===== src/cra_defs.vh =====
// Constants for the register access attribute bank.
// Assumes inclusion by cra_regbank.v, cra_axil.v, the monitor and the bench.
`ifndef CRA_DEFS_VH
`define CRA_DEFS_VH
`define CRA_OFF_SEL 8'h00
`define CRA_OFF_CTRL 8'h04
`define CRA_OFF_STAT 8'h08
`define CRA_OFF_SET 8'h0C
`define CRA_OFF_LOCK 8'h10
`define CRA_OFF_ONCE 8'h14
`define CRA_OFF_STRAP 8'h18
`define CRA_OFF_ERRLOG 8'h1C
`define CRA_OFF_ERRCMD 8'h20
`define CRA_OFF_CMD 8'h24
`define CRA_OFF_IMASK 8'h28
`define CRA_OFF_ISTAT 8'h2C
`define CRA_CTRL_RST 32'h0000_0000
`define CRA_SEL_RST 32'h0000_0000
`define CRA_ZERO 32'h0000_0000
`define CRA_RESV_RD 32'h0000_0000
`define CRA_CTRL_LOCKEN 0
`define CRA_STB_ALL 4'hF
`define CRA_RESP_OKAY 2'b00
`define CRA_RESP_SLVERR 2'b10
`define CRA_IRQ_W 3
`define CRA_IRQ_ERR 0
`define CRA_IRQ_CMD 1
`define CRA_IRQ_SELERR 2
`endif


===== src/cra_axil.v =====
// AXI4-Lite write and read front end; one transfer of each kind at a time.
// Assumes a master on sys_clk obeying AXI4-Lite handshakes.
`timescale 1ns/1ps
`include "cra_defs.vh"
module cra_axil #(
    parameter AW = 8
) (
    input  wire          sys_clk, // Clock
    input  wire          rst_b,   // Async reset, low
    input  wire          clk_en,  // Freeze when low
    input  wire [AW-1:0] awaddr,  // Write address
    input  wire          awvalid, // Write address valid
    output reg           awready, // Write address ready
    input  wire [31:0]   wdata,   // Write data
    input  wire [3:0]    wstrb,   // Byte enables
    input  wire          wvalid,  // Write data valid
    output reg           wready,  // Write data ready
    output reg  [1:0]    bresp,   // Write response
    output reg           bvalid,  // Write response valid
    input  wire          bready,  // Write response ready
    input  wire [AW-1:0] araddr,  // Read address
    input  wire          arvalid, // Read address valid
    output reg           arready, // Read address ready
    output reg  [31:0]   rdata,   // Read data
    output reg  [1:0]    rresp,   // Read response
    output reg           rvalid,  // Read valid
    input  wire          rready,  // Read ready
    output reg           wr_go,   // One-cycle write strobe
    output reg  [AW-1:0] wr_addr, // Write byte address
    output reg  [31:0]   wr_data, // Write data
    output reg  [3:0]    wr_strb, // Write lanes
    input  wire          wr_err,  // Write refused
    output reg           rd_go,   // One-cycle read strobe
    output reg  [AW-1:0] rd_addr, // Read address
    input  wire [31:0]   rd_data, // Read data, same cycle
    input  wire          rd_err   // Read refused
);
    reg aw_have;
    reg w_have;
    reg b_pend;
    reg r_pend;
    always @(posedge sys_clk or negedge rst_b) begin
        if (!rst_b) begin
            awready <= 1'b0;
            wready  <= 1'b0;
            arready <= 1'b0;
            bvalid  <= 1'b0;
            rvalid  <= 1'b0;
            bresp   <= `CRA_RESP_OKAY;
            rresp   <= `CRA_RESP_OKAY;
            rdata   <= `CRA_ZERO;
            aw_have <= 1'b0;
            w_have  <= 1'b0;
            b_pend  <= 1'b0;
            r_pend  <= 1'b0;
            wr_go   <= 1'b0;
            rd_go   <= 1'b0;
            wr_addr <= {AW{1'b0}};
            rd_addr <= {AW{1'b0}};
            wr_data <= `CRA_ZERO;
            wr_strb <= 4'h0;
        end else if (clk_en) begin
            wr_go   <= 1'b0;
            rd_go   <= 1'b0;
            awready <= !aw_have && !bvalid && !b_pend && !awready;
            wready  <= !w_have && !bvalid && !b_pend && !wready;
            arready <= !r_pend && !rvalid && !arready;
            // Address and data may arrive in either order
            if (awvalid && awready) begin
                aw_have <= 1'b1;
                wr_addr <= awaddr;
                awready <= 1'b0;
            end
            if (wvalid && wready) begin
                w_have  <= 1'b1;
                wr_data <= wdata;
                wr_strb <= wstrb;
                wready  <= 1'b0;
            end
            if (aw_have && w_have && !b_pend) begin
                wr_go   <= 1'b1;
                b_pend  <= 1'b1;
                aw_have <= 1'b0;
                w_have  <= 1'b0;
            end
            // Error flag is valid with the strobe
            if (wr_go) begin
                bvalid <= 1'b1;
                bresp  <= wr_err ? `CRA_RESP_SLVERR : `CRA_RESP_OKAY;
            end
            if (bvalid && bready) begin
                bvalid <= 1'b0;
                b_pend <= 1'b0;
            end
            if (arvalid && arready) begin
                rd_addr <= araddr;
                rd_go   <= 1'b1;
                r_pend  <= 1'b1;
                arready <= 1'b0;
            end
            if (rd_go) begin
                rvalid <= 1'b1;
                rdata  <= rd_data;
                rresp  <= rd_err ? `CRA_RESP_SLVERR : `CRA_RESP_OKAY;
            end
            if (rvalid && rready) begin
                rvalid <= 1'b0;
                r_pend <= 1'b0;
            end
        end
    end
endmodule // cra_axil


===== src/cra_regbank.v =====
// Register bank showing each access attribute over AXI4-Lite.
// Assumes strap and event inputs come from pins; both resets are async low.
// Summary of operation
// RULE1: Byte, word, dword writes touch addressed lanes; IMASK and ISTAT writes ignore the lanes
// RULE2: Selector register takes only full dword access
// RULE3: Lowest byte lane holds least significant byte
// RULE4: Writes to read-only bits are ignored
// RULE5: Write-only writes fire a pulse; reads zero
// RULE6: Clear-on-one bits set only by hardware
// RULE7: Set-on-one bits cleared only by hardware
// RULE8: Lockable bits freeze while lock asserted
// RULE9: Write-once bits take first write only
// RULE10: Software avoids writing reserved registers
// RULE11: Software merges reserved bits, except selector
// RULE12: Reset loads defaults, some from straps
// RULE13: Sticky registers survive hard reset only
// RULE14: Error log sticky; error command not sticky
// RULE15: Software programs registers after bring-up
// RULE16: Every register reachable through host access
// RULE17: Hard reset clears all but sticky bits
// RULE18: Power-good reset clears everything; here it leaves the AXI front end and the event, clear, status and lock synchronisers to hard reset
// RULE19: Hardware set beats software clear
`timescale 1ns/1ps
`include "cra_defs.vh"
module cra_regbank #(
    parameter AW = 8,
    parameter DW = 32
) (
    input  wire          sys_clk,    // Clock, 125 MHz
    input  wire          rst_b,      // Hard reset, async, low
    input  wire          power_good_reset_b, // Power-good reset, async, low
    input  wire          clk_en,     // Freeze when low
    input  wire [AW-1:0] s_awaddr,   // AXI write address
    input  wire          s_awvalid,  // AXI write address valid
    output wire          s_awready,  // AXI write address ready
    input  wire [31:0]   s_wdata,    // AXI write data
    input  wire [3:0]    s_wstrb,    // AXI byte enables
    input  wire          s_wvalid,   // AXI write data valid
    output wire          s_wready,   // AXI write data ready
    output wire [1:0]    s_bresp,    // AXI write response
    output wire          s_bvalid,   // AXI write response valid
    input  wire          s_bready,   // AXI write response ready
    input  wire [AW-1:0] s_araddr,   // AXI read address
    input  wire          s_arvalid,  // AXI read address valid
    output wire          s_arready,  // AXI read address ready
    output wire [31:0]   s_rdata,    // AXI read data
    output wire [1:0]    s_rresp,    // AXI read response
    output wire          s_rvalid,   // AXI read valid
    input  wire          s_rready,   // AXI read ready
    input  wire [DW-1:0] strap_pins, // Strap levels
    input  wire [DW-1:0] hw_event,   // Async events to clear-on-one bits
    input  wire [DW-1:0] hw_clear,   // Async clears of set-on-one bits
    input  wire          hw_lock,    // Async lock for lockable bits
    input  wire [DW-1:0] hw_status,  // Async read-only status
    output reg  [DW-1:0] cmd_pulse,  // Write-only action pulses
    output reg  [DW-1:0] ctrl_out,   // Lockable control bits
    output reg  [DW-1:0] once_out,   // Write-once bits
    output reg  [DW-1:0] set_out,    // Set-on-one bits
    output reg           irq         // Level interrupt
);
    wire          wr_go;
    wire [AW-1:0] wr_addr;
    wire [31:0]   wr_data;
    wire [3:0]    wr_strb;
    wire          rd_go;
    wire [AW-1:0] rd_addr;
    reg  [31:0]   rd_data;
    reg           rd_err;
    reg           wr_err;

    cra_axil #(.AW(AW)) u_axil (
        .sys_clk (sys_clk),
        .rst_b   (rst_b),
        .clk_en  (clk_en),
        .awaddr  (s_awaddr),
        .awvalid (s_awvalid),
        .awready (s_awready),
        .wdata   (s_wdata),
        .wstrb   (s_wstrb),
        .wvalid  (s_wvalid),
        .wready  (s_wready),
        .bresp   (s_bresp),
        .bvalid  (s_bvalid),
        .bready  (s_bready),
        .araddr  (s_araddr),
        .arvalid (s_arvalid),
        .arready (s_arready),
        .rdata   (s_rdata),
        .rresp   (s_rresp),
        .rvalid  (s_rvalid),
        .rready  (s_rready),
        .wr_go   (wr_go),
        .wr_addr (wr_addr),
        .wr_data (wr_data),
        .wr_strb (wr_strb),
        .wr_err  (wr_err),
        .rd_go   (rd_go),
        .rd_addr (rd_addr),
        .rd_data (rd_data),
        .rd_err  (rd_err)
    );

    // Expand byte enables to a bit mask; lane 0 is the low byte
    function [31:0] lane_mask;
        input [3:0] s;
        integer k;
        begin
            lane_mask = `CRA_ZERO;
            for (k = 0; k < 4; k = k + 1) begin
                lane_mask[k*8 +: 8] = {8{s[k]}};
            end
        end
    endfunction

    function hit;
        input [AW-1:0] a;
        input [7:0]    off;
        begin
            hit = (a[7:2] == off[7:2]);
        end
    endfunction

    // Two-stage synchronisers for every pin input
    reg [DW-1:0] ev_s1, ev_s2, clr_s1, clr_s2, st_s1, st_s2, strap_s1, strap_s2;
    reg          lk_s1, lk_s2;
    always @(posedge sys_clk or negedge rst_b) begin
        if (!rst_b) begin
            ev_s1    <= {DW{1'b0}};
            ev_s2    <= {DW{1'b0}};
            clr_s1   <= {DW{1'b0}};
            clr_s2   <= {DW{1'b0}};
            st_s1    <= {DW{1'b0}};
            st_s2    <= {DW{1'b0}};
            lk_s1    <= 1'b0;
            lk_s2    <= 1'b0;
        end else if (clk_en) begin
            ev_s1    <= hw_event;
            ev_s2    <= ev_s1;
            clr_s1   <= hw_clear;
            clr_s2   <= clr_s1;
            st_s1    <= hw_status;
            st_s2    <= st_s1;
            lk_s1    <= hw_lock;
            lk_s2    <= lk_s1;
        end
    end

    // No reset: the pins are through both stages by release
    always @(posedge sys_clk) begin
        if (clk_en) begin
            strap_s1 <= strap_pins;
            strap_s2 <= strap_s1;
        end
    end

    reg [DW-1:0] ev_d;
    wire [DW-1:0] ev_rise = ev_s2 & ~ev_d;

    wire [31:0] wmask = lane_mask(wr_strb);                 // [RULE1] [RULE3]
    wire        full  = (wr_strb == `CRA_STB_ALL);

    reg [31:0]   sel_reg;
    reg [DW-1:0] stat_reg;
    reg [DW-1:0] strap_reg;
    reg [DW-1:0] errcmd_reg;
    reg [DW-1:0] once_done;
    reg [`CRA_IRQ_W-1:0] imask;
    reg [`CRA_IRQ_W-1:0] istat;
    reg          strap_take;
    reg [DW-1:0] errlog_reg;

    wire lock_now = lk_s2 | ctrl_out[`CRA_CTRL_LOCKEN];
    wire sel_bad  = wr_go && hit(wr_addr, `CRA_OFF_SEL) && !full;

    always @* begin
        wr_err = sel_bad;                                   // [RULE2]
    end

    wire [`CRA_IRQ_W-1:0] ev_irq;
    assign ev_irq[`CRA_IRQ_ERR]    = |ev_rise;
    assign ev_irq[`CRA_IRQ_CMD]    = wr_go && hit(wr_addr, `CRA_OFF_CMD);
    assign ev_irq[`CRA_IRQ_SELERR] = sel_bad;

    // Non-sticky state: cleared by either reset
    wire rst_any_b = rst_b & power_good_reset_b;            // [RULE17] [RULE18]
    genvar g;
    always @(posedge sys_clk or negedge rst_any_b) begin
        if (!rst_any_b) begin                               // [RULE12]
            sel_reg    <= `CRA_SEL_RST;
            ctrl_out   <= `CRA_CTRL_RST;
            set_out    <= {DW{1'b0}};
            once_out   <= {DW{1'b0}};
            once_done  <= {DW{1'b0}};
            errcmd_reg <= {DW{1'b0}};                       // [RULE14]
            cmd_pulse  <= {DW{1'b0}};
            strap_reg  <= {DW{1'b0}};
            strap_take <= 1'b1;
            imask      <= {`CRA_IRQ_W{1'b0}};
            istat      <= {`CRA_IRQ_W{1'b0}};
            irq        <= 1'b0;
            stat_reg   <= {DW{1'b0}};
            ev_d       <= {DW{1'b0}};
        end else if (clk_en) begin
            ev_d       <= ev_s2;
            stat_reg   <= st_s2;                            // [RULE4]
            cmd_pulse  <= {DW{1'b0}};
            strap_take <= 1'b0;
            if (strap_take) begin
                strap_reg <= strap_s2;                      // [RULE12]
            end
            if (wr_go && hit(wr_addr, `CRA_OFF_SEL) && full) begin
                sel_reg <= wr_data;                         // [RULE2]
            end
            if (wr_go && hit(wr_addr, `CRA_OFF_CTRL) && !lock_now) begin
                ctrl_out <= (ctrl_out & ~wmask) | (wr_data & wmask); // [RULE8]
            end
            if (wr_go && hit(wr_addr, `CRA_OFF_CMD)) begin
                cmd_pulse <= wr_data & wmask;               // [RULE5]
            end
            if (wr_go && hit(wr_addr, `CRA_OFF_ERRCMD)) begin
                errcmd_reg <= (errcmd_reg & ~wmask) | (wr_data & wmask);
            end
            // Hardware clear beats a same-cycle set
            set_out <= (set_out | ((wr_go && hit(wr_addr, `CRA_OFF_SET)) ?
                       (wr_data & wmask) : {DW{1'b0}})) & ~clr_s2;  // [RULE7]
            if (wr_go && hit(wr_addr, `CRA_OFF_ONCE)) begin
                // Per-lane lock: the first write to a lane sticks
                once_out  <= (once_out & (once_done | ~wmask)) |
                             (wr_data & wmask & ~once_done); // [RULE9]
                once_done <= once_done | wmask;
            end
            if (wr_go && hit(wr_addr, `CRA_OFF_IMASK)) begin
                imask <= wr_data[`CRA_IRQ_W-1:0];
            end
            istat <= (istat & ~((wr_go && hit(wr_addr, `CRA_OFF_ISTAT)) ?
                     wr_data[`CRA_IRQ_W-1:0] : {`CRA_IRQ_W{1'b0}})) | ev_irq; // [RULE19]
            irq   <= |(istat & imask);
        end
    end

    // Sticky error log: of the two resets, only power-good clears it
    generate
        for (g = 0; g < DW; g = g + 1) begin : g_log
            always @(posedge sys_clk or negedge power_good_reset_b) begin
                if (!power_good_reset_b) begin              // [RULE13] [RULE14]
                    errlog_reg[g] <= 1'b0;
                end else if (clk_en) begin
                    // Set wins over a same-cycle clear write
                    if (ev_rise[g]) begin
                        errlog_reg[g] <= 1'b1;              // [RULE6] [RULE19]
                    end else if (rst_b && wr_go && hit(wr_addr, `CRA_OFF_ERRLOG) &&
                                 wmask[g] && wr_data[g]) begin
                        errlog_reg[g] <= 1'b0;              // [RULE6]
                    end
                end
            end
        end
    endgenerate

    always @* begin
        rd_err  = 1'b0;
        rd_data = `CRA_RESV_RD;
        if (hit(rd_addr, `CRA_OFF_SEL)) rd_data = sel_reg;  // [RULE16]
        else if (hit(rd_addr, `CRA_OFF_CTRL))   rd_data = ctrl_out;
        else if (hit(rd_addr, `CRA_OFF_STAT))   rd_data = stat_reg;
        else if (hit(rd_addr, `CRA_OFF_SET))    rd_data = set_out;
        else if (hit(rd_addr, `CRA_OFF_LOCK))   rd_data = {{(DW-1){1'b0}}, lock_now};
        else if (hit(rd_addr, `CRA_OFF_ONCE))   rd_data = once_out;
        else if (hit(rd_addr, `CRA_OFF_STRAP))  rd_data = strap_reg;
        else if (hit(rd_addr, `CRA_OFF_ERRLOG)) rd_data = errlog_reg;
        else if (hit(rd_addr, `CRA_OFF_ERRCMD)) rd_data = errcmd_reg;
        else if (hit(rd_addr, `CRA_OFF_CMD))    rd_data = `CRA_ZERO; // [RULE5]
        else if (hit(rd_addr, `CRA_OFF_IMASK))  rd_data = {{(DW-`CRA_IRQ_W){1'b0}}, imask};
        else if (hit(rd_addr, `CRA_OFF_ISTAT))  rd_data = {{(DW-`CRA_IRQ_W){1'b0}}, istat};
        else rd_err = 1'b1;
    end
endmodule // cra_regbank


===== config.mk =====
export PLATFORM = sky130hd
export DESIGN_NAME = cra_regbank
export DESIGN_NICKNAME = d
export VERILOG_FILES = /design/src/cra_axil.v /design/src/cra_regbank.v
export VERILOG_INCLUDE_DIRS = /design/src
export SDC_FILE = /design/constraint.sdc
export NUM_CORES = 1
export LEC_CHECK = 0
export ABC_AREA = 1
export BUFFER_PORTS_ARGS = -buffer_cell sky130_fd_sc_hd__buf_4
export CORE_ASPECT_RATIO = 0.75
export CORE_UTILIZATION = 50
export CTS_CLUSTER_DIAMETER = 150
export DETAILED_ROUTE_END_ITERATION = 6
export HOLD_SLACK_MARGIN = 0.15
export PLACE_DENSITY = 0.73
export SLEW_MARGIN = 40
export SYNTH_ARGS = -nofsm -noshare
export SYNTH_HDL_FRONTEND = slang
export SYNTH_SLANG_ARGS = --single-unit
export TNS_END_PERCENT = 20

===== constraint.sdc =====
create_clock -name sys_clk -period 10.15 [get_ports sys_clk]
set_input_delay 1.5225 -clock sys_clk [delete_from_list [all_inputs] [get_ports sys_clk]]
set_output_delay 1.5225 -clock sys_clk [all_outputs]
set_load 0.02 [all_outputs]

==> out/qor.yml <==
cts_setup_buffers: 0
hpwl_um: 61000
synth_cells: 3078
seq_area_frac_synth: 0.639
fp-row-count: 75
final_cells: 4170
drt_wl_total_um: 88700
whs_endpoint: "set_out[30]"
yosysWarnings: 0
leakagePower_uw: 0.0174
htree_levels: 3
switching_share: 0.251
reg2reg_from: "u_axil.rd_addr[4]"
coreArea_um2: 56000
outcome: "finished, final reports clean"
synth_area_um2: 28400
peakVddDrop_uv: 128
area_growth_pct: 20.7
rsz0062_at_grt: "false"
p_switching_uw: 1620
cp.buffers_inverters: 2
grt_pass1_wl_um: 135000
hold_viol_final: 0
cts_buffer_depth: 3
grt_max_degree: 192
numCtsBuffers: 71
p_seq_frac: 0.489
first_global_vias: 22100
r2r-end: "u_axil.rdata[21]"
routedWlPerCell_um: 21.3
setup_viol: 0
p_int_uw: 4840
dr_total_vias: 22900
cts_root_buf: "clkbuf_16"
ios: 360
clockPowerShare: 0.418
yosys-top-cells-area: "dfrtp_1 57%, nand2_1 15%, o21ai_0 6.8%"
nets: 3574
worstPathRequired_ns: 10.66
max_freq_mhz: 277
maxCapViolCount: 0
drt_pass1_iterations: 5
crit_family: "simple AND/OR/NAND/NOR gates"
cp-start-kind: "input pin"
min_path_cells: 1
wl_met2_um: 40600
route.detailed.drc: 0
cts_tree: "yes"
numPortBuffers: 353
p_per_area_nw_per_um2: 189
globalplace.congestion: 0.951
dp_cells: 4042
slew_headroom: 0.382
clock_skew_ns: 0.0303
worst_slack_ns: 6.53
r2r_setup_slack_ns: 6.67
rr_worst_depth: 14
cts.sinks: 711
tns_ns: 0
synth_seq_cells: 711
slew_viol_final: 0
die_y_um: 208
yosysUniqueCellTypes: 37
syn_avg_cell_area_um2: 9.21
drive_gt1_frac: 0.159
p_comb_frac: 0.093
min_from: "clr_s2[30]"
gr-total-overflow: 0
chipWidth_um: 277
min_period_ns: 3.62
ctsResizeCount: 0
worst-path-max-fanout: 186
hold_path.class: "reg -> reg"
top_layer_used: "met4"
dieArea_um2: 57700
cp-end-kind: "register"
initial_utilization: 0.506
antenna_found_initial: 1
vias_per_cell: 5.50
drt_iter0_drc: 2379
tightestPinTransition_ns: 0.917
crit_chain: "buf_8, inv_12, nor4_2, nand3_1, o21ai_0"
insertion_delay_ns: 0.62
met1_length_um: 36400
antennaDiodeCount: 0
yosysTopAreaCell: "dfrtp_1"
crit_slowest_cell: "nor4_2"
yosysTopAreaCellShare: 0.570
clk_pin_slew_ns: 0.07
ant_nets: 0
track_usage: 0.313
fin_crit_sh: 0.356
holdBufCountCts: 0
crit_type: "in -> reg"
pre_cts_ws_ns: 5.94
crit_path_max_incr_delay_ns: 0.74
cp.arrival_ns: 4.12
wl_met3_um: 8610
-- Yosys cell counts --
cell       count
nand2_1     1144
dfrtp_1      646
o21ai_0      385
inv_1        220
nor2_1       142
clkbuf_1     131
a21oi_1      104
edfxtp_1      64
nand3_1       53
nand4_1       39
nor4_1        37
a2bb2oi_1     32
mux2_2        24
buf_2         16
or2_2          6
inv_2          4
buf_4          3
nor3_1         3
o31ai_1        3
buf_1          2
nor2_2         2
nor2_4         2
o22ai_1        2
a21boi_0       1
a21o_1         1
a22o_1         1
a31oi_1        1
clkinv_1       1
conb_1         1
dfstp_2        1
nand3_2        1
nand3_4        1
nand3b_1       1
nor3_4         1
nor3b_1        1
nor4_2         1
o211ai_1       1
-- cells by family (layout without fill, tap and decap cells) --
family	after synthesis	in the layout	synth area share
flops	711	711	0.639
compound gates	531	531	0.0987
other cells	1	2	0.000132
buf+inv	377	737	0.0510
simple gates	1434	1434	0.202
mux	24	24	0.00953
-- worst max-delay path by stage --
stage / startpoint / endpoint / slack, ns / cells after the start
5_1_grt: clk_en / register / 6.36 / 5
2_1_floorplan: power_good_reset_b / async pin / 4.12 / 2
4_1_cts: clk_en / register / 6.58 / 5
3_5_place_dp: clk_en / register / 5.94 / 5
6_report: clk_en / register / 6.53 / 5
3_3_place_gp: clk_en / register / 5.89 / 5
-- layer usage --
metal  global-route usage  up-vias
met2                0.482     1068
met5                    0        -
met3               0.0788      167
met1                0.436    11200
li1                     -    10500
met4                0.104        0
-- through the flow --
step	hold slack (ns)	area [um^2]	util	total power, uW
2_1_floorplan	0.400	28400	-	3500
6_report	0.418	34200	0.611	6460
3_3_place_gp	0.404	31600	0.564	3790
4_1_cts	0.420	34200	0.611	6500
5_1_grt	0.434	34200	0.611	6700
3_5_place_dp	0.405	31800	0.568	3810
-- cell usage in the layout (no fill, tap or decap), types with 3 or more instances in the layout --
cell type	n
o31ai_1	3
inv_1	219
clkinv_2	10
clkinv_1	6
nor2_4	5
inv_6	3
bufinv_16	4
buf_4	368
nor2_1	135
dfrtp_1	646
nor2_2	6
mux2_2	24
buf_6	4
nand4_1	39
nor4_1	37
or2_2	6
buf_12	3
buf_16	7
clkbuf_16	78
o21ai_0	383
a21oi_1	104
clkbuf_1	15
edfxtp_1	64
nand2_1	1141
clkbuf_8	11
a2bb2oi_1	32
nand3_1	53
-- power groups by stage --
| stage | sequential (uW) | combinational [uW] | clock, uW |
|---|---|---|---|
| after global routing | 3180 | 667 | 2850 |
| final | 3160 | 598 | 2700 |
| after CTS | 3160 | 601 | 2740 |
| after global placement | 3210 | 580 | 0 |
| after detailed placement | 3210 | 598 | 0 |
| after floorplan | 3210 | 294 | 0 |
-- cell type report --
cell class	instances	area [um^2]
fill	4731	21800
clock inverter	23	235
inverter	225	862
timing repair buffer	384	3090
clock buffer	105	2170
tap	731	915
multi-input combinational	1991	8860
sequential	711	18100
(Power assumes the default switching activity.)
